File: src/pdrc_pkg.sv
package pdrc_pkg;
   // power mode field encodings
   localparam logic [1:0] pdrc_mode_active0 = 2'h0;
   localparam logic [1:0] pdrc_mode_idle = 2'h1;
   localparam logic [1:0] pdrc_mode_sleep_indicator_out = 2'h2;
   localparam logic [1:0] pdrc_mode_active3 = 2'h3;
   localparam logic [1:0] pdrc_mode_reset = 2'h0;
   // reset input must stand this many input clock cycles
   localparam int pdrc_reset_min_cycles = 16;
   localparam logic [4:0] pdrc_reset_cnt_max = 5'h10;
   // phase generator state codes
   localparam logic [1:0] pdrc_ph_st0 = 2'h0;
   localparam logic [1:0] pdrc_ph_st1 = 2'h1;
   localparam logic [1:0] pdrc_ph_st3 = 2'h3;
   // prescaler and baud divider defaults
   localparam logic [8:0] pdrc_psc_div = 9'h001;
   localparam logic [7:0] pdrc_baud_div = 8'h07;
endpackage : pdrc_pkg

File: src/pdrc_if.sv
`timescale 1ns/10ps
interface pdrc_if;
   logic sleep_indicator_out;
   logic reset_out;
   logic dma_req;
   logic hold_req;
   logic refresh_req;
   logic dma_grant;
   logic hold_grant;
   logic refresh_ack;
   logic wake_int;
   logic wake_nmi;
   logic system_mgmt_irq_n;
   logic data_in;
   logic data_out;
   logic data_oe;
   modport dev (
      output sleep_indicator_out,
      input reset_out,
      input dma_req,
      input hold_req,
      input refresh_req,
      output dma_grant,
      output hold_grant,
      output refresh_ack,
      input wake_int,
      input wake_nmi,
      input system_mgmt_irq_n,
      input data_in,
      output data_out,
      output data_oe
   );
   modport sys (
      input sleep_indicator_out,
      output reset_out,
      output dma_req,
      output hold_req,
      output refresh_req,
      input dma_grant,
      input hold_grant,
      input refresh_ack,
      output wake_int,
      output wake_nmi,
      output system_mgmt_irq_n,
      output data_in,
      input data_out,
      input data_oe
   );
endinterface : pdrc_if

File: src/pdrc_device.sv
// Function
// RULE1: powerdown freezes core and peripheral phase clocks
// RULE2: no dma, refresh, hold grants in powerdown
// RULE3: enter on halt ended by ready, mode set
// RULE4: indicator rises as clocks stop, pin function
// RULE5: indicator falls aligned to input clock
// RULE6: system blocks dma/hold using indicator
// RULE7: reset held high at least sixteen cycles
// RULE8: reset floats bidirectional pins immediately
// RULE9: synchronous internal reset for all peripherals
// RULE10: phase generator resets, then alternates 0/1
// RULE11: phase generator from state 3 goes 0
// RULE12: active wake-up level blocks idle/powerdown entry
// RULE13: no dram refresh in powerdown
// RULE14: powerdown freezes prescaled and baud clocks
// RULE15: idle freezes core clocks only
// RULE16: two-bit mode field selects idle/powerdown/active
// RULE17: wake-up restarts clocks, then drops indicator; code drops it on the same edge the clocks restart
// RULE18: reset clears mode and exits low power
`timescale 1ns/10ps
module pdrc_device
   import pdrc_pkg::*;
(
   input wire logic mclk,
   input wire logic sys_rst,
   pdrc_if.dev link,
   input wire logic mode_wr,
   input wire logic [1:0] mode_wdata,
   output logic [1:0] power_mode_select,
   input wire logic halt_cycle,
   input wire logic ready_n,
   input wire logic shared_port_pin_periph,
   input wire logic shared_port_gpio,
   input wire logic core_drive,
   input wire logic core_dout,
   output logic core_phase_one_clock,
   output logic core_phase_two_clock,
   output logic periph_phase_one_clock,
   output logic periph_phase_two_clock,
   output logic prescaled_clock,
   output logic serial_baud_clock,
   output logic periph_rst,
   output logic in_idle,
   output logic in_powerdown
);
   // power states; wake restarts the clocks on the same edge the indicator drops
   typedef enum logic [1:0] {
      st_run,
      st_idle,
      st_down,
      st_wake
   } pdrc_state_type;

   pdrc_state_type state;
   logic wake;
   logic enter;
   logic phase;
   logic core_run;
   logic periph_run;
   logic [8:0] psc_cnt;
   logic [7:0] baud_cnt;
   logic rst_meta;
   logic pin_out;

   // level-sensitive wake-up sources
   assign wake = link.wake_int | link.wake_nmi | ~link.system_mgmt_irq_n;
   // halt ended by external ready with no wake-up active
   assign enter = halt_cycle & ~ready_n & ~wake; // [RULE3] [RULE12]

   // synchronous internal peripheral reset
   always_ff @(posedge mclk) begin
      rst_meta <= sys_rst;
      periph_rst <= rst_meta | sys_rst; // [RULE9]
   end

   // power mode field
   always_ff @(posedge mclk) begin
      if (sys_rst) begin
         power_mode_select <= pdrc_mode_reset; // [RULE18]
      end else if (mode_wr) begin
         power_mode_select <= mode_wdata;
      end
   end

   // power state machine
   always_ff @(posedge mclk) begin
      if (sys_rst) begin
         state <= st_run; // [RULE18]
      end else begin
         unique case (state)
            st_run: begin
               if (enter && power_mode_select == pdrc_mode_idle) begin
                  state <= st_idle; // [RULE16]
               end else if (enter &&
                            power_mode_select == pdrc_mode_sleep_indicator_out) begin
                  state <= st_down; // [RULE3] [RULE16]
               end
            end
            st_idle: begin
               if (wake) begin
                  state <= st_run;
               end
            end
            st_down: begin
               if (wake) begin
                  state <= st_wake; // [RULE17]
               end
            end
            st_wake: begin
               // clocks restart and indicator drops on the first edge here
               if (phase) begin
                  state <= st_run; // [RULE5]
               end
            end
         endcase
      end
   end

   // clock run enables decoded from the power state
   assign core_run = (state == st_run) || (state == st_wake);
   assign periph_run = (state != st_down); // [RULE1]
   assign in_idle = (state == st_idle);
   assign in_powerdown = (state == st_down);

   // phase generator: 0 = phase one, 1 = phase two
   always_ff @(posedge mclk) begin
      if (periph_rst) begin
         phase <= 1'b0;
      end else if (periph_run) begin
         phase <= ~phase;
      end
   end

   // phase clocks: frozen ones hold phase one low, phase two high
   always_ff @(posedge mclk) begin
      if (periph_rst) begin
         core_phase_one_clock <= 1'b0;
         core_phase_two_clock <= 1'b1;
         periph_phase_one_clock <= 1'b0;
         periph_phase_two_clock <= 1'b1;
      end else begin
         core_phase_one_clock <= core_run & ~phase; // [RULE1] [RULE15]
         core_phase_two_clock <= ~core_run | phase; // [RULE1] [RULE15]
         periph_phase_one_clock <= periph_run & ~phase; // [RULE1]
         periph_phase_two_clock <= ~periph_run | phase; // [RULE1]
      end
   end

   // prescaled and baud clocks, frozen in powerdown
   always_ff @(posedge mclk) begin
      if (periph_rst) begin
         psc_cnt <= 9'h000;
         prescaled_clock <= 1'b0;
      end else if (periph_run) begin // [RULE14]
         if (psc_cnt == pdrc_psc_div) begin
            psc_cnt <= 9'h000;
            prescaled_clock <= ~prescaled_clock;
         end else begin
            psc_cnt <= psc_cnt + 9'h001;
         end
      end
   end

   // baud divider, same freeze as the prescaler
   always_ff @(posedge mclk) begin
      if (periph_rst) begin
         baud_cnt <= 8'h00;
         serial_baud_clock <= 1'b0;
      end else if (periph_run) begin // [RULE14]
         if (baud_cnt == pdrc_baud_div) begin
            baud_cnt <= 8'h00;
            serial_baud_clock <= ~serial_baud_clock;
         end else begin
            baud_cnt <= baud_cnt + 8'h01;
         end
      end
   end

   // grants blocked while peripheral clocks are frozen
   always_ff @(posedge mclk) begin
      if (periph_rst) begin
         link.dma_grant <= 1'b0;
         link.hold_grant <= 1'b0;
         link.refresh_ack <= 1'b0;
      end else begin
         link.dma_grant <= link.dma_req & periph_run; // [RULE2]
         link.hold_grant <= link.hold_req & periph_run; // [RULE2]
         link.refresh_ack <= link.refresh_req & periph_run; // [RULE13]
      end
   end

   // indicator: rises when clocks stop, falls on an input clock edge
   always_ff @(posedge mclk) begin
      if (sys_rst) begin
         pin_out <= 1'b0;
      end else if (shared_port_pin_periph) begin
         pin_out <= (state == st_down); // [RULE4] [RULE5] [RULE17]
      end else begin
         pin_out <= shared_port_gpio;
      end
   end
   assign link.sleep_indicator_out = pin_out;

   // bidirectional pin released at once by reset
   assign link.data_oe = core_drive & ~sys_rst; // [RULE8]
   assign link.data_out = core_dout;
endmodule : pdrc_device

File: src/flat_wrapper.sv
// flat-port wrapper written by rule: the top's interface ports become plain ports
module pdrc_device_flat import pdrc_pkg::*;
  (mclk, sys_rst, mode_wr, mode_wdata, power_mode_select, halt_cycle, ready_n, shared_port_pin_periph, shared_port_gpio, core_drive, core_dout, core_phase_one_clock, core_phase_two_clock, periph_phase_one_clock, periph_phase_two_clock, prescaled_clock, serial_baud_clock, periph_rst, in_idle, in_powerdown, link_sleep_indicator_out, link_reset_out, link_dma_req, link_hold_req, link_refresh_req, link_dma_grant, link_hold_grant, link_refresh_ack, link_wake_int, link_wake_nmi, link_system_mgmt_irq_n, link_data_in, link_data_out, link_data_oe);
  pdrc_if link_i ();
  input wire logic mclk;
  input wire logic sys_rst;
  input wire logic mode_wr;
  input wire logic [1:0] mode_wdata;
  output logic [1:0] power_mode_select;
  input wire logic halt_cycle;
  input wire logic ready_n;
  input wire logic shared_port_pin_periph;
  input wire logic shared_port_gpio;
  input wire logic core_drive;
  input wire logic core_dout;
  output logic core_phase_one_clock;
  output logic core_phase_two_clock;
  output logic periph_phase_one_clock;
  output logic periph_phase_two_clock;
  output logic prescaled_clock;
  output logic serial_baud_clock;
  output logic periph_rst;
  output logic in_idle;
  output logic in_powerdown;
  output wire logic [$bits(link_i.sleep_indicator_out)-1:0] link_sleep_indicator_out;
  input wire logic [$bits(link_i.reset_out)-1:0] link_reset_out;
  input wire logic [$bits(link_i.dma_req)-1:0] link_dma_req;
  input wire logic [$bits(link_i.hold_req)-1:0] link_hold_req;
  input wire logic [$bits(link_i.refresh_req)-1:0] link_refresh_req;
  output wire logic [$bits(link_i.dma_grant)-1:0] link_dma_grant;
  output wire logic [$bits(link_i.hold_grant)-1:0] link_hold_grant;
  output wire logic [$bits(link_i.refresh_ack)-1:0] link_refresh_ack;
  input wire logic [$bits(link_i.wake_int)-1:0] link_wake_int;
  input wire logic [$bits(link_i.wake_nmi)-1:0] link_wake_nmi;
  input wire logic [$bits(link_i.system_mgmt_irq_n)-1:0] link_system_mgmt_irq_n;
  input wire logic [$bits(link_i.data_in)-1:0] link_data_in;
  output wire logic [$bits(link_i.data_out)-1:0] link_data_out;
  output wire logic [$bits(link_i.data_oe)-1:0] link_data_oe;
  assign link_sleep_indicator_out = link_i.sleep_indicator_out;
  assign link_i.reset_out = link_reset_out;
  assign link_i.dma_req = link_dma_req;
  assign link_i.hold_req = link_hold_req;
  assign link_i.refresh_req = link_refresh_req;
  assign link_dma_grant = link_i.dma_grant;
  assign link_hold_grant = link_i.hold_grant;
  assign link_refresh_ack = link_i.refresh_ack;
  assign link_i.wake_int = link_wake_int;
  assign link_i.wake_nmi = link_wake_nmi;
  assign link_i.system_mgmt_irq_n = link_system_mgmt_irq_n;
  assign link_i.data_in = link_data_in;
  assign link_data_out = link_i.data_out;
  assign link_data_oe = link_i.data_oe;
  pdrc_device u_core (.mclk(mclk), .sys_rst(sys_rst), .link(link_i), .mode_wr(mode_wr), .mode_wdata(mode_wdata), .power_mode_select(power_mode_select), .halt_cycle(halt_cycle), .ready_n(ready_n), .shared_port_pin_periph(shared_port_pin_periph), .shared_port_gpio(shared_port_gpio), .core_drive(core_drive), .core_dout(core_dout), .core_phase_one_clock(core_phase_one_clock), .core_phase_two_clock(core_phase_two_clock), .periph_phase_one_clock(periph_phase_one_clock), .periph_phase_two_clock(periph_phase_two_clock), .prescaled_clock(prescaled_clock), .serial_baud_clock(serial_baud_clock), .periph_rst(periph_rst), .in_idle(in_idle), .in_powerdown(in_powerdown));
endmodule
File: config.mk
export PLATFORM = sky130hd
export DESIGN_NAME = pdrc_device_flat
export DESIGN_NICKNAME = d
export VERILOG_FILES = /design/src/pdrc_pkg.sv /design/src/pdrc_if.sv /design/src/pdrc_device.sv /design/src/flat_wrapper.sv
export SDC_FILE = /design/constraint.sdc
export NUM_CORES = 1
export LEC_CHECK = 0
export BUFFER_PORTS_ARGS = -buffer_cell sky130_fd_sc_hd__buf_2
export CORE_UTILIZATION = 46
export CTS_BUF_LIST = sky130_fd_sc_hd__clkbuf_16
export DETAILED_ROUTE_END_ITERATION = 16
export GPL_TIMING_DRIVEN = 1
export PLACE_DENSITY = 0.83
export SLEW_MARGIN = 20
export SYNTH_ARGS = -nofsm -noshare
export SYNTH_HDL_FRONTEND = slang
export SYNTH_SLANG_ARGS = --single-unit
File: constraint.sdc
create_clock -name mclk -period 1.45 [get_ports mclk]
set_input_delay 0.29 -clock mclk [delete_from_list [all_inputs] [get_ports mclk]]
set_output_delay 0.29 -clock mclk [all_outputs]
set_load 0.03 [all_outputs]
# Word-level counts from Yosys, hierarchy flattened
# Index checks and enable logic that the tools add are counted.
totals:
  out_inout_bits: 17
  register_bits: 34
  input_bits: 19
  wordCells: 69
op_classes:
  mux: 9
  addsub: 2
  n_bitwise: 22
  reduce_logical: 7
  n_eq_ne: 12
ops:
  columns: ["operator", "count"]
  rows:
  - ["$mux 2", 5]
  - ["$add 9x1->9 const B", 1]
  - ["$eq 9x1->1 const B", 1]
  - ["$mux 9", 1]
  - ["$not 1->1", 9]
  - ["$add 8x1->8 const B", 1]
  - ["$and 1x1->1", 8]
  - ["$eq 8x3->1 const B", 1]
  - ["$mux 8", 1]
  - ["$pmux 2 s4", 1]
  - ["$eq 2x2->1 const B", 3]
  - ["$ne 2x1->1 const B", 3]
  - ["$or 1x1->1", 5]
  - ["$eq 2x1->1 const B", 2]
  - ["$reduce_and 2->1", 2]
  - ["$reduce_and 4->1", 1]
  - ["$ne 3x1->1 const B", 1]
  - ["$logic_and 1x1->1", 2]
  - ["$logic_not 2->1", 1]
  - ["$ne 2x2->1 const B", 1]
  - ["$logic_or 1x1->1", 1]
  - ["$mux 1", 1]

# Longest topological paths before layout
# Gate-level depths: netlist of run 1.
logic_depth:
  ltp_word: 8
  mapped_depth: 7
  mapped_depth_nobuf: 6

# Worst setup path before layout of run 1
# Ideal clock, no wire load.
synth_timing:
  path_kind: "register to register"
  from: "register u_core.state[0]"
  to: "register u_core.psc_cnt[7]"
  arrival_time_ns: 1.465
  setup_slack_ns: -0.131
  path_stages_with_launch: 7
  required_time_ns: 1.335
  n_path_buf: 0
  setup_time_ns: 0.115
  cell_sequence: "dfxtp_1 > inv_1 > ha_1 > nand4b_1 > nor3_1 > xnor2_1 > nor2_1"
synth_via:
  elab_chain_cells: 1
synth_lines:
  columns: ["element", "line_no", "source"]
  rows:
  - ["from (decl)", "pdrc_device.sv:54", "pdrc_state_type state;"]
  - ["from (signal assigned)", "pdrc_device.sv:88", "state <= st_run;"]
  - ["from (signal assigned)", "pdrc_device.sv:93", "state <= st_idle;"]
  - ["from (signal assigned)", "pdrc_device.sv:96", "state <= st_down;"]
  - ["$ne 2x2->1", "pdrc_device.sv:121", "assign periph_run = (state != st_down);"]
  - ["to (signal assigned)", "pdrc_device.sv:159", "psc_cnt <= psc_cnt + 9'h001;"]
  - ["to (decl)", "pdrc_device.sv:60", "logic [8:0] psc_cnt;"]
# No other way between the ends.
# A chain may end at the register's enable or synchronous reset.

# Final worst setup path of run 1
layout_timing:
  from: "register u_core.state[0]"
  to: "register u_core.baud_cnt[5]"
layout_via:
  elab_chain_cells: 1
layout_lines:
  columns: ["element", "line_no", "source"]
  rows:
  - ["$ne 2x2->1", "pdrc_device.sv:121", null]
  - ["to (signal assigned)", "pdrc_device.sv:174", "baud_cnt <= baud_cnt + 8'h01;"]
  - ["to (decl)", "pdrc_device.sv:61", "logic [7:0] baud_cnt;"]
# No other way between the ends.

==> impl_metrics.toml, run 1 <==
[floorplanning]
die_h_um = 58.3
rows = 20
ioPinCount = 36
die_x_um = 58.3
start_util_pct = 48.2
die_area_um2 = 3400
core_area_um2 = 3030

[layout]
final_net_count = 231
n_fill_cell = 240
layout-drive-gt1-share_pct = 35.9
diodes = 0
area_growth_pct = 36.9
instances_no_fill = 250
mostFrequentLayoutCells = "dfxtp_1 (32), buf_2 (29), nor2_1 (25)"
final_common_cell = "dfxtp_1"

[power_and_ir_drop]
leakage_nw = 0.867
irDropWorstVdd_v = 0.000859
power_density_nw_per_um2 = 1470

[logic_synthesis]
synth_seq_cells = 34
synth.avg_cell_area_um2 = 9.41
synth_top_area_share_pct = 46.7
yosysWarningCount = 0
synth_flop_cell = "dfxtp_1"
synth_area_um2 = 1460
synth_cells = 155
syn-num-nets = 181
synth-edff-count = 0
synth_area_leader_cell = "dfxtp_1"
synth_top_cells_by_area = "dfxtp_1 (47%), nor2_1 (6.7%), ha_1 (6.0%)"
ys_types = 39
async_flop_share_pct = 0
yosysSeqAreaShare_pct = 46.7

[worst_hold_path]
hp-class = "in -> reg"

[critical_path]
path_class = "reg -> reg"
crit_arrival_ns = 1.60
start_kind = "flip-flop"
critPathSlowestCell = "dfxtp_2"
path_delay_family = "simple AND/OR/NAND/NOR gates"
end_kind = "flip-flop"
crit_chain = "inv_2 > ha_4 > buf_6 > and4b_2 > nand3_2 > xor2_1 > nor2_1"
crit_buf_inv = 2
slowest_delay_ns = 0.33
cp_max_fo = 6
cp.required_ns = 1.61

[grt]
grtUsageTotal_pct = 19.2
grt_pass1_vias = 1188
use_met1_pct = 21.9
grt_max_degree = 12
busiest_layer = "met2"
antenna_found_initial = 0
grt_pass1_wl_mm = 4.93
grt-ovfl-total = 0
use_met3_pct = 6.15
grtUsageMet2_pct = 32.8

[timing]
finClkSkew_ns = 0.00360
maxSlewHeadroom_pct = 77.4
tightest_slew_ns = 0.338
slew_violations = 0
finalCriticalPeriod_ns = 1.43
fin_crit_sh_pct = 98.9
hold_violations = 0
hold-worst-slack_ns = 0.208
setup_viol = 0
rsz0062_at_grt = "true"
clock.fmax_mhz = 697

[routing]
drt_drc_violations_left = 0
ant_nets = 0
vias = 1208
wl_mm = 2.91
routedWlPerCell_um = 11.7
avgViaCountPerCell = 4.83
dr.pass1.iters = 4
drt_iter0_markers = 36

[run]
max_cap_viol_count = 0

[clock_tree]
cts_tree = "built"
root_buffer = "clkbuf_16"
clock_latency_ns = 0.27
cts_hold_buf = 0
clockBufferDepth = 2
clk_pin_slew_ns = 0.05
htreeDepth = 2
cts_buffers = 5
cts.sinks = 34

[placement]
place.gp.congestion = 0.840
portBuffers = 31
place_inst = 239
dpl.hpwl_mm = 2.05

[status]
status = "completed"
-- metal layers --
metal  wire, um  vias up  share of wire [%]
met2       1430       41                 49
met3        135        5                4.6
li1           -      613                  -
met1       1310      549                 45
met4         33        0                1.1
met5          0        -                  0
-- per-stage QoR --
step                util [%]  cell area, um2  power, mW  setup slack, ns  setup TNS, ns
global placement        58.5            1770       1.83          0.00224              0
CTS                     64.0            1940       2.89           0.0147              0
finish                  66.0            2000       2.93           0.0163              0
global route            66.0            2000       3.09          -0.0566         -0.101
floorplan                  -            1480       1.60           0.0178              0
detailed placement      58.5            1770       1.86          -0.0305        -0.0326
-- what timing repair did --
action / CTS / global route
setup endpoints to repair: 3 / 17
setup buffers: 3 / 0
pin swaps: 2 / 4
resized for setup: 5 / 15
-- where the power goes --
part	switching [mW]	total [mW]	internal, mW	leakage, nW
clock network	0.359	0.984	0.625	0.0672
logic	0.481	0.880	0.398	0.521
registers	0.0508	1.07	1.02	0.278
total	0.891	2.93	2.04	0.867
-- cell families (layout without fill, tap and decap cells) --
| family | Yosys count | in the layout | synth area share (%) |
|---|---|---|---|
| buffers and inverters | 12 | 63 | 3.52 |
| DFF | 34 | 34 | 46.7 |
| AOI/OAI and AO/OA | 12 | 12 | 5.75 |
| xor gates and xnor gates | 19 | 19 | 11.4 |
| muxes | 3 | 3 | 2.06 |
| adders and majority gates | 7 | 7 | 6.00 |
| and+or+nand+nor | 68 | 68 | 24.6 |
-- registers in the layout, summed over array words and instances (netlist names), 2 cells and up --
register,flops
u_core.baud_cnt,8
u_core.power_mode_select,2
u_core.psc_cnt,9
u_core.state,2
-- cell usage after synthesis, drive strengths merged (3+ instances only) --
cell type,number
and2,3
a21oi,4
nor2,26
inv,8
nand3,5
nor3,3
buf,3
xor2,10
mux2i,3
nand2,8
ha,7
dfxtp,34
nor2b,4
xnor2,9
-- final cells by class --
cell class | count | area (um2) | share of cell area (%)
clock buffers | 5 | 125 | 6.27
clock inverters | 3 | 16.3 | 0.815
inverters | 8 | 30.0 | 1.50
multi-input cells | 109 | 796 | 39.8
flip-flops and latches | 34 | 683 | 34.2
well taps | 44 | 55.1 | 2.76
repair buffers | 47 | 292 | 14.6
-- worst reg2reg max path, delay by kind of cell, from the launching register on --
kind	cells	cell delay, ns
AND/OR/NAND/NOR	3	0.48
XOR/XNOR	1	0.16
adder cells (fa/ha/maj)	1	0.18
buffers and inverters	2	0.18
flip-flops	1	0.33
-- worst paths after layout --
kind                           startpoint                         endpoint  slack [ns]  cells after the start
min reg2reg       u_core.rst_meta$_DFF_P_        u_core.periph_rst$_DFF_P_        0.41                      1
max reg2reg  u_core.state[0]$_SDFFE_PP0P_  u_core.baud_cnt[5]$_SDFFE_PP0N_        0.02                      7
max          u_core.state[0]$_SDFFE_PP0P_  u_core.baud_cnt[5]$_SDFFE_PP0N_        0.02                      7
min                               sys_rst          u_core.rst_meta$_DFF_P_        0.21                      1
Note: power is estimated with default switching activity, not from simulation.
==> run 2: changes to the inputs <==
--- a/config.mk
+++ b/config.mk
@@ -5,12 +5,13 @@
 export SDC_FILE = /design/constraint.sdc
 export NUM_CORES = 1
 export LEC_CHECK = 0
+export ABC_AREA = 1
 export BUFFER_PORTS_ARGS = -buffer_cell sky130_fd_sc_hd__buf_2
-export CORE_UTILIZATION = 46
+export CORE_UTILIZATION = 52
 export CTS_BUF_LIST = sky130_fd_sc_hd__clkbuf_16
 export DETAILED_ROUTE_END_ITERATION = 16
 export GPL_TIMING_DRIVEN = 1
-export PLACE_DENSITY = 0.83
+export PLACE_DENSITY = 0.88
 export SLEW_MARGIN = 20
 export SYNTH_ARGS = -nofsm -noshare
 export SYNTH_HDL_FRONTEND = slang
==> constraint.sdc (replaced) <==
create_clock -name mclk -period 1.4 [get_ports mclk]
set_input_delay 0.28 -clock mclk [delete_from_list [all_inputs] [get_ports mclk]]
set_output_delay 0.28 -clock mclk [all_outputs]
set_load 0.03 [all_outputs]
==> run 2 against run 1 <==
The run now ends with negative setup slack left; wire length increased by 21%; worst setup slack got worse by 0.023 ns; register-to-register slack about the same; critical path depth decreased by 3; clock power increased by 47%; cell area increased by 7.7%; via count increased by 23%; combinational power decreased by 0.6%; non-clock buffer count unchanged; first-iteration DRC count increased by 64%; synthesized cell count increased by 35%; worst hold slack got worse by 0.059 ns; highest routed layer unchanged.
==> impl_metrics.toml, run 2 <==
[status]
status = "complete, but fails checks"
violations = "negative setup slack"

[grt]
antenna_found_initial = 0
grt_pass1_vias = 1375
grt_pass1_wl_mm = 5.42
grt-ovfl-total = 0
grt_max_degree = 13
grtUsageTotal_pct = 22.7

[floorplanning]
die_h_um = 56.5
ioPinCount = 36
rows = 19
die_area_um2 = 3190
start_util_pct = 55.6
die_x_um = 56.5
core_area_um2 = 2780

[critical_path]
cp.required_ns = 1.12
crit_arrival_ns = 1.13
r2r_end = "u_core.psc_cnt[7]$_SDFFE_PP0N_"
start_kind = "flip-flop"
end_kind = "output port"
cp_max_fo = 5
path_class = "reg -> out"
reg2reg_from = "u_core.state[0]$_SDFFE_PP0P_"
r2r_cells = 10
rrSetupSlack_ns = 0.03

[timing]
hold_violations = 0
tightest_slew_ns = 0.261
rsz0062_at_grt = "true"
finalCriticalPeriod_ns = 1.41
maxSlewHeadroom_pct = 82.6
slew_violations = 0
worst_slack_ns = -0.00645
finClkSkew_ns = 0.00671
fin_crit_sh_pct = 100
clock.fmax_mhz = 711
hold-worst-slack_ns = 0.149
setup_viol = 1

[layout]
area_growth_pct = 39.2
final_net_count = 286
diodes = 0
final_util_pct = 77.3
n_fill_cell = 193
regMostFlops = "u_core.psc_cnt"
largest_reg_flops = 9
mostFrequentLayoutCells = "nand2_1 (37), inv_1 (29), buf_2 (29), dfxtp_1 (29), nor2_1 (28)"
reg_top3 = "u_core.psc_cnt x9, u_core.baud_cnt x8"
final_common_cell = "nand2_1"
layout-drive-gt1-share_pct = 31.8

[logic_synthesis]
yosysSeqAreaShare_pct = 44.0
synth.avg_cell_area_um2 = 7.36
synth_flop_cell = "dfxtp_1"
syn-num-nets = 236
synth_top_cells_by_area = "dfxtp_1 (44%), nand2_1 (9.5%), inv_1 (7.3%)"
synth_area_leader_cell = "dfxtp_1"
synth_top_area_share_pct = 44.0
ys_types = 25
synth_seq_cells = 34
synth_cells = 210
synth-edff-count = 0
yosysWarningCount = 0
synth.cells.most_frequent = "nand2_1 (39), dfxtp_1 (34), inv_1 (30), nor2_1 (30), nand3_1 (14)"
synth_area_um2 = 1550
async_flop_share_pct = 0
synth.most_common_cell = "nand2_1"

[clock_tree]
root_buffer = "clkbuf_16"
clockBufferDepth = 2
clk_pin_slew_ns = 0.06
clock_latency_ns = 0.28
htreeDepth = 2
cts_tree = "built"
cts_buffers = 5
cts_hold_buf = 0
cts.sinks = 34

[placement]
portBuffers = 31
dpl.hpwl_mm = 2.25
place.gp.congestion = 0.817

[routing]
routedWlPerCell_um = 12.1
drt_drc_violations_left = 0
ant_nets = 0
avgViaCountPerCell = 5.09
vias = 1486
dr.pass1.iters = 4
drt_iter0_markers = 59
wl_mm = 3.53

[worst_hold_path]
hold_end = "u_core.rst_meta$_DFF_P_"
hold_start = "sys_rst"
hp-class = "in -> reg"
holdPathStages = 1

[power_and_ir_drop]
leakage_nw = 0.941
power_density_nw_per_um2 = 1590
irDropWorstVdd_v = 0.00179

[run]
max_cap_viol_count = 0
==> run 2: changes by cell type after synthesis, moves of 7 or more <==
cell and change:
a21oi_1 +7, nand2_1 +31, nand3_1 +9, xor2_1 -7, xnor2_1 -9, inv_1 +22, nor3_1 +8
==> run 2: cell type report <==
type	count	area (um2)	area share [%]
inverter	32	128	5.93
sequential	34	687	31.9
multi-input combinational	140	812	37.8
clock inverter	3	68.8	3.20
timing repair buffer	47	292	13.6
clock buffer	5	125	5.82
tap	31	38.8	1.80
==> run 2: worst max path at each step <==
| stage | end | startpoint |
|---|---|---|
| final | in_powerdown | u_core.state[0]$_SDFFE_PP0P_ |
| after detailed placement | u_core.psc_cnt[7]$_SDFFE_PP0N_ | u_core.state[0]$_SDFFE_PP0P_ |
| after global routing | u_core.psc_cnt[7]$_SDFFE_PP0N_ | u_core.state[0]$_SDFFE_PP0P_ |
| after CTS | in_powerdown | u_core.state[0]$_SDFFE_PP0P_ |
| after floorplan | u_core.psc_cnt[7]$_SDFFE_PP0N_ | u_core.state[0]$_SDFFE_PP0P_ |
| after global placement | u_core.psc_cnt[7]$_SDFFE_PP0N_ | u_core.state[0]$_SDFFE_PP0P_ |
==> run 2: logic make-up (layout without fill, tap and decap cells) <==
| logic type | Yosys count | after routing | synth area share [%] |
|---|---|---|---|
| compound gates | 19 | 19 | 6.23 |
| xor+xnor | 3 | 3 | 1.70 |
| fa+ha+maj | 7 | 7 | 5.67 |
| buf+inv | 36 | 87 | 9.15 |
| flops | 34 | 34 | 44.0 |
| simple gates | 111 | 111 | 33.2 |
==> run 2: metrics by stage <==
step | instances | cell area, um2 | setup TNS [ns] | worst slack (ns) | power, mW
after floorplan | 210 | 1560 | 0 | 0.0299 | 1.56
after global placement | 276 | 1790 | 0 | 0.0337 | 1.76
after detailed placement | 276 | 1790 | -0.0212 | -0.0212 | 1.78
after CTS | 286 | 2020 | 0 | 0.00378 | 3.28
after global routing | 292 | 2150 | -0.0760 | -0.0452 | 3.55
final | 292 | 2150 | -0.00645 | -0.00645 | 3.43
==> run 2: critical path, cell delays in order (launching register included) <==
cell     delay [ns]
dfxtp_2        0.35
inv_4          0.05
ha_4           0.18
buf_6          0.13
buf_6          0.13
==> run 2: layer usage <==
| layer | routed length, um | global-route usage (%) | share of wire [%] |
|---|---|---|---|
| met1 | 1540 | 23.7 | 44 |
| met2 | 1750 | 37.8 | 50 |
| met3 | 177 | 9.22 | 5.0 |
| met4 | 63 | 13.9 | 1.8 |
| met5 | 0 | 0 | 0 |
==> run 2: power by group <==
part	leakage [nW]	internal [mW]	switching [mW]	total, mW
Combinational	0.567	0.379	0.497	0.875
Clock	0.0940	1.02	0.427	1.45
Sequential	0.280	1.05	0.0558	1.10
Total	0.941	2.45	0.980	3.43
==> run 2: timing repair <==
| action | CTS | global route |
|---|---|---|
| pin swaps | 0 | 10 |
| buffers inserted | 2 | 6 |
| resized for setup | 7 | 26 |
| setup endpoints to repair | 3 | 14 |
| gates cloned | 0 | 0 |
==> run 3: changes to the inputs <==
--- a/config.mk
+++ b/config.mk
@@ -7,11 +7,11 @@
 export LEC_CHECK = 0
 export ABC_AREA = 1
 export BUFFER_PORTS_ARGS = -buffer_cell sky130_fd_sc_hd__buf_2
-export CORE_UTILIZATION = 52
-export CTS_BUF_LIST = sky130_fd_sc_hd__clkbuf_16
+export CORE_UTILIZATION = 55
+export CTS_BUF_LIST = sky130_fd_sc_hd__clkbuf_8
 export DETAILED_ROUTE_END_ITERATION = 16
 export GPL_TIMING_DRIVEN = 1
-export PLACE_DENSITY = 0.88
+export PLACE_DENSITY = 0.91
 export SLEW_MARGIN = 20
 export SYNTH_ARGS = -nofsm -noshare
 export SYNTH_HDL_FRONTEND = slang
==> run 3 against run 2 <==
The flow now finishes without violations; final cell count decreased by 2.4%; flip-flop and latch count unchanged; critical path depth shrank 1; global-route usage grew 1.8 points; via count fell by 1.4%; worst hold slack got worse by 0.0068 ns; combinational power shrank 16%; fmax rose by 1.8%; clock power decreased by 26%; cell area fell by 6.9%; power down 15%; core utilization is 0.69 points higher.
==> impl_metrics.toml, run 3 (synthesis results as in run 2) <==
[status]
status = "completed"

[floorplanning]
ioPinCount = 36
die_x_um = 55.0
rows = 18
core_area_um2 = 2570
start_util_pct = 60.2
die_h_um = 55.0
die_area_um2 = 3030

[timing]
hold-worst-slack_ns = 0.142
maxSlewHeadroom_pct = 81.0
finalCriticalPeriod_ns = 1.38
rsz0062_at_grt = "true"
slew_violations = 0
clock.fmax_mhz = 724
finClkSkew_ns = 0.00564
worst_slack_ns = 0.0180
setup_viol = 0
fin_crit_sh_pct = 98.7
tightest_slew_ns = 0.285
hold_violations = 0

[placement]
dpl.hpwl_mm = 2.22
place.gp.congestion = 0.814
portBuffers = 31
dp_worst_setup_slack_ns = -0.00736

[grt]
grtUsageTotal_pct = 24.5
grt_pass1_vias = 1333
grt_max_degree = 13
antenna_found_initial = 0
grt-ovfl-total = 0
grt_pass1_wl_mm = 5.13

[critical_path]
rrSetupSlack_ns = 0.04
start_kind = "flip-flop"
r2r_cells = 6
cp.required_ns = 1.12
crit_arrival_ns = 1.10
reg2reg_from = "u_core.state[0]$_SDFFE_PP0P_"
path_class = "reg -> out"
r2r_end = "u_core.baud_cnt[5]$_SDFFE_PP0N_"
end_kind = "output port"
cp_max_fo = 8

[worst_hold_path]
hold_end = "u_core.rst_meta$_DFF_P_"
hp-class = "in -> reg"
holdPathStages = 1
hold_start = "sys_rst"

[layout]
largest_reg_flops = 9
final_net_count = 280
mostFrequentLayoutCells = "nand2_1 (38), inv_1 (29), buf_2 (29), dfxtp_1 (29), nor2_1 (27)"
area_growth_pct = 29.6
reg_top3 = "u_core.psc_cnt x9, u_core.baud_cnt x8"
final_common_cell = "nand2_1"
regMostFlops = "u_core.psc_cnt"
layout-drive-gt1-share_pct = 29.0
diodes = 0

[clock_tree]
clk_pin_slew_ns = 0.07
root_buffer = "clkbuf_8"
cts_tree = "built"
clock_latency_ns = 0.29
cts.sinks = 34
clockBufferDepth = 2
htreeDepth = 2
cts_buffers = 5

[routing]
vias = 1465
wl_mm = 3.35
maxUsedRoutingLayer = "met4"
ant_nets = 0
drt_iter0_markers = 30
routedWlPerCell_um = 11.8
route.met2.wl_mm = 1.72
drt_drc_violations_left = 0
wl_met1_mm = 1.39
dr.pass1.iters = 4
routed-wl-met3_um = 199
avgViaCountPerCell = 5.14

[power_and_ir_drop]
irDropWorstVdd_v = 0.00144
power_density_nw_per_um2 = 1450
leakage_nw = 0.867

[run]
max_cap_viol_count = 0
-- run 3: cell types whose count changed in the layout (fill, tap and decap cells not counted), sizes merged --
cell,before,now
clkinv,2,1
buf,47,41
inv,31,32
-- run 3: final cells by class --
| cell class | instances | area, um2 |
|---|---|---|
| Inverter | 32 | 123 |
| Clock inverter | 3 | 68.8 |
| Multi-Input combinational cell | 140 | 776 |
| Fill cell | 172 | 564 |
| Timing Repair Buffer | 41 | 243 |
| Tap cell | 30 | 37.5 |
| Clock buffer | 5 | 68.8 |
| Sequential cell | 34 | 687 |
-- run 3: worst max path at each step --
| stage | startpoint | depth (start not counted) | slack (ns) | endpoint |
|---|---|---|---|---|
| global route | u_core.state[0]$_SDFFE_PP0P_ | 7 | -0.04 | u_core.psc_cnt[5]$_SDFFE_PP0N_ |
| finish | u_core.state[0]$_SDFFE_PP0P_ | 3 | 0.02 | in_powerdown |
| CTS | u_core.state[0]$_SDFFE_PP0P_ | 7 | -0.005 | u_core.baud_cnt[3]$_SDFFE_PP0N_ |
| detailed placement | u_core.state[0]$_SDFFE_PP0P_ | 7 | -0.007 | u_core.baud_cnt[5]$_SDFFE_PP0N_ |
| global placement | u_core.state[1]$_SDFFE_PP0P_ | 6 | 0.03 | u_core.baud_cnt[5]$_SDFFE_PP0N_ |
| floorplan | u_core.state[0]$_SDFFE_PP0P_ | 10 | 0.03 | u_core.psc_cnt[7]$_SDFFE_PP0N_ |
-- run 3: per-layer routing --
layer	GRT usage, %	vias to the layer above
met5	0	-
met4	14.2	0
met2	41.2	47
met3	7.38	9
li1	-	747
met1	27.3	662
-- run 3: power by group --
part           total (mW)  switching (mW)  internal [mW]
clock                1.08           0.370          0.713
combinational       0.737           0.436          0.301
sequential           1.09          0.0470           1.05
-- run 3: repair_timing --
item,in CTS,in global routing
buffers inserted,1,1
endpoints found under the setup margin,6,16
pin swaps,1,3
hold buffers,0,0
resized for setup,6,17
-- run 3: critical path: stages (launching register included) --
cell and delay, ns:
dfxtp_2 0.33, inv_2 0.08, ha_4 0.22, buf_4 0.18
-- run 3: through the flow --
step            TNS, ns  area [um2]  utilization (%)  cells  total power, mW
3_5_place_dp   -0.00736        1790             69.8    275             1.76
2_1_floorplan         0        1560                -    210             1.56
5_1_grt          -0.147        2000             78.0    285             3.04
4_1_cts        -0.00455        1950             76.1    284             2.87
6_report              0        2000             78.0    285             2.91
3_3_place_gp          0        1790             69.8    275             1.75
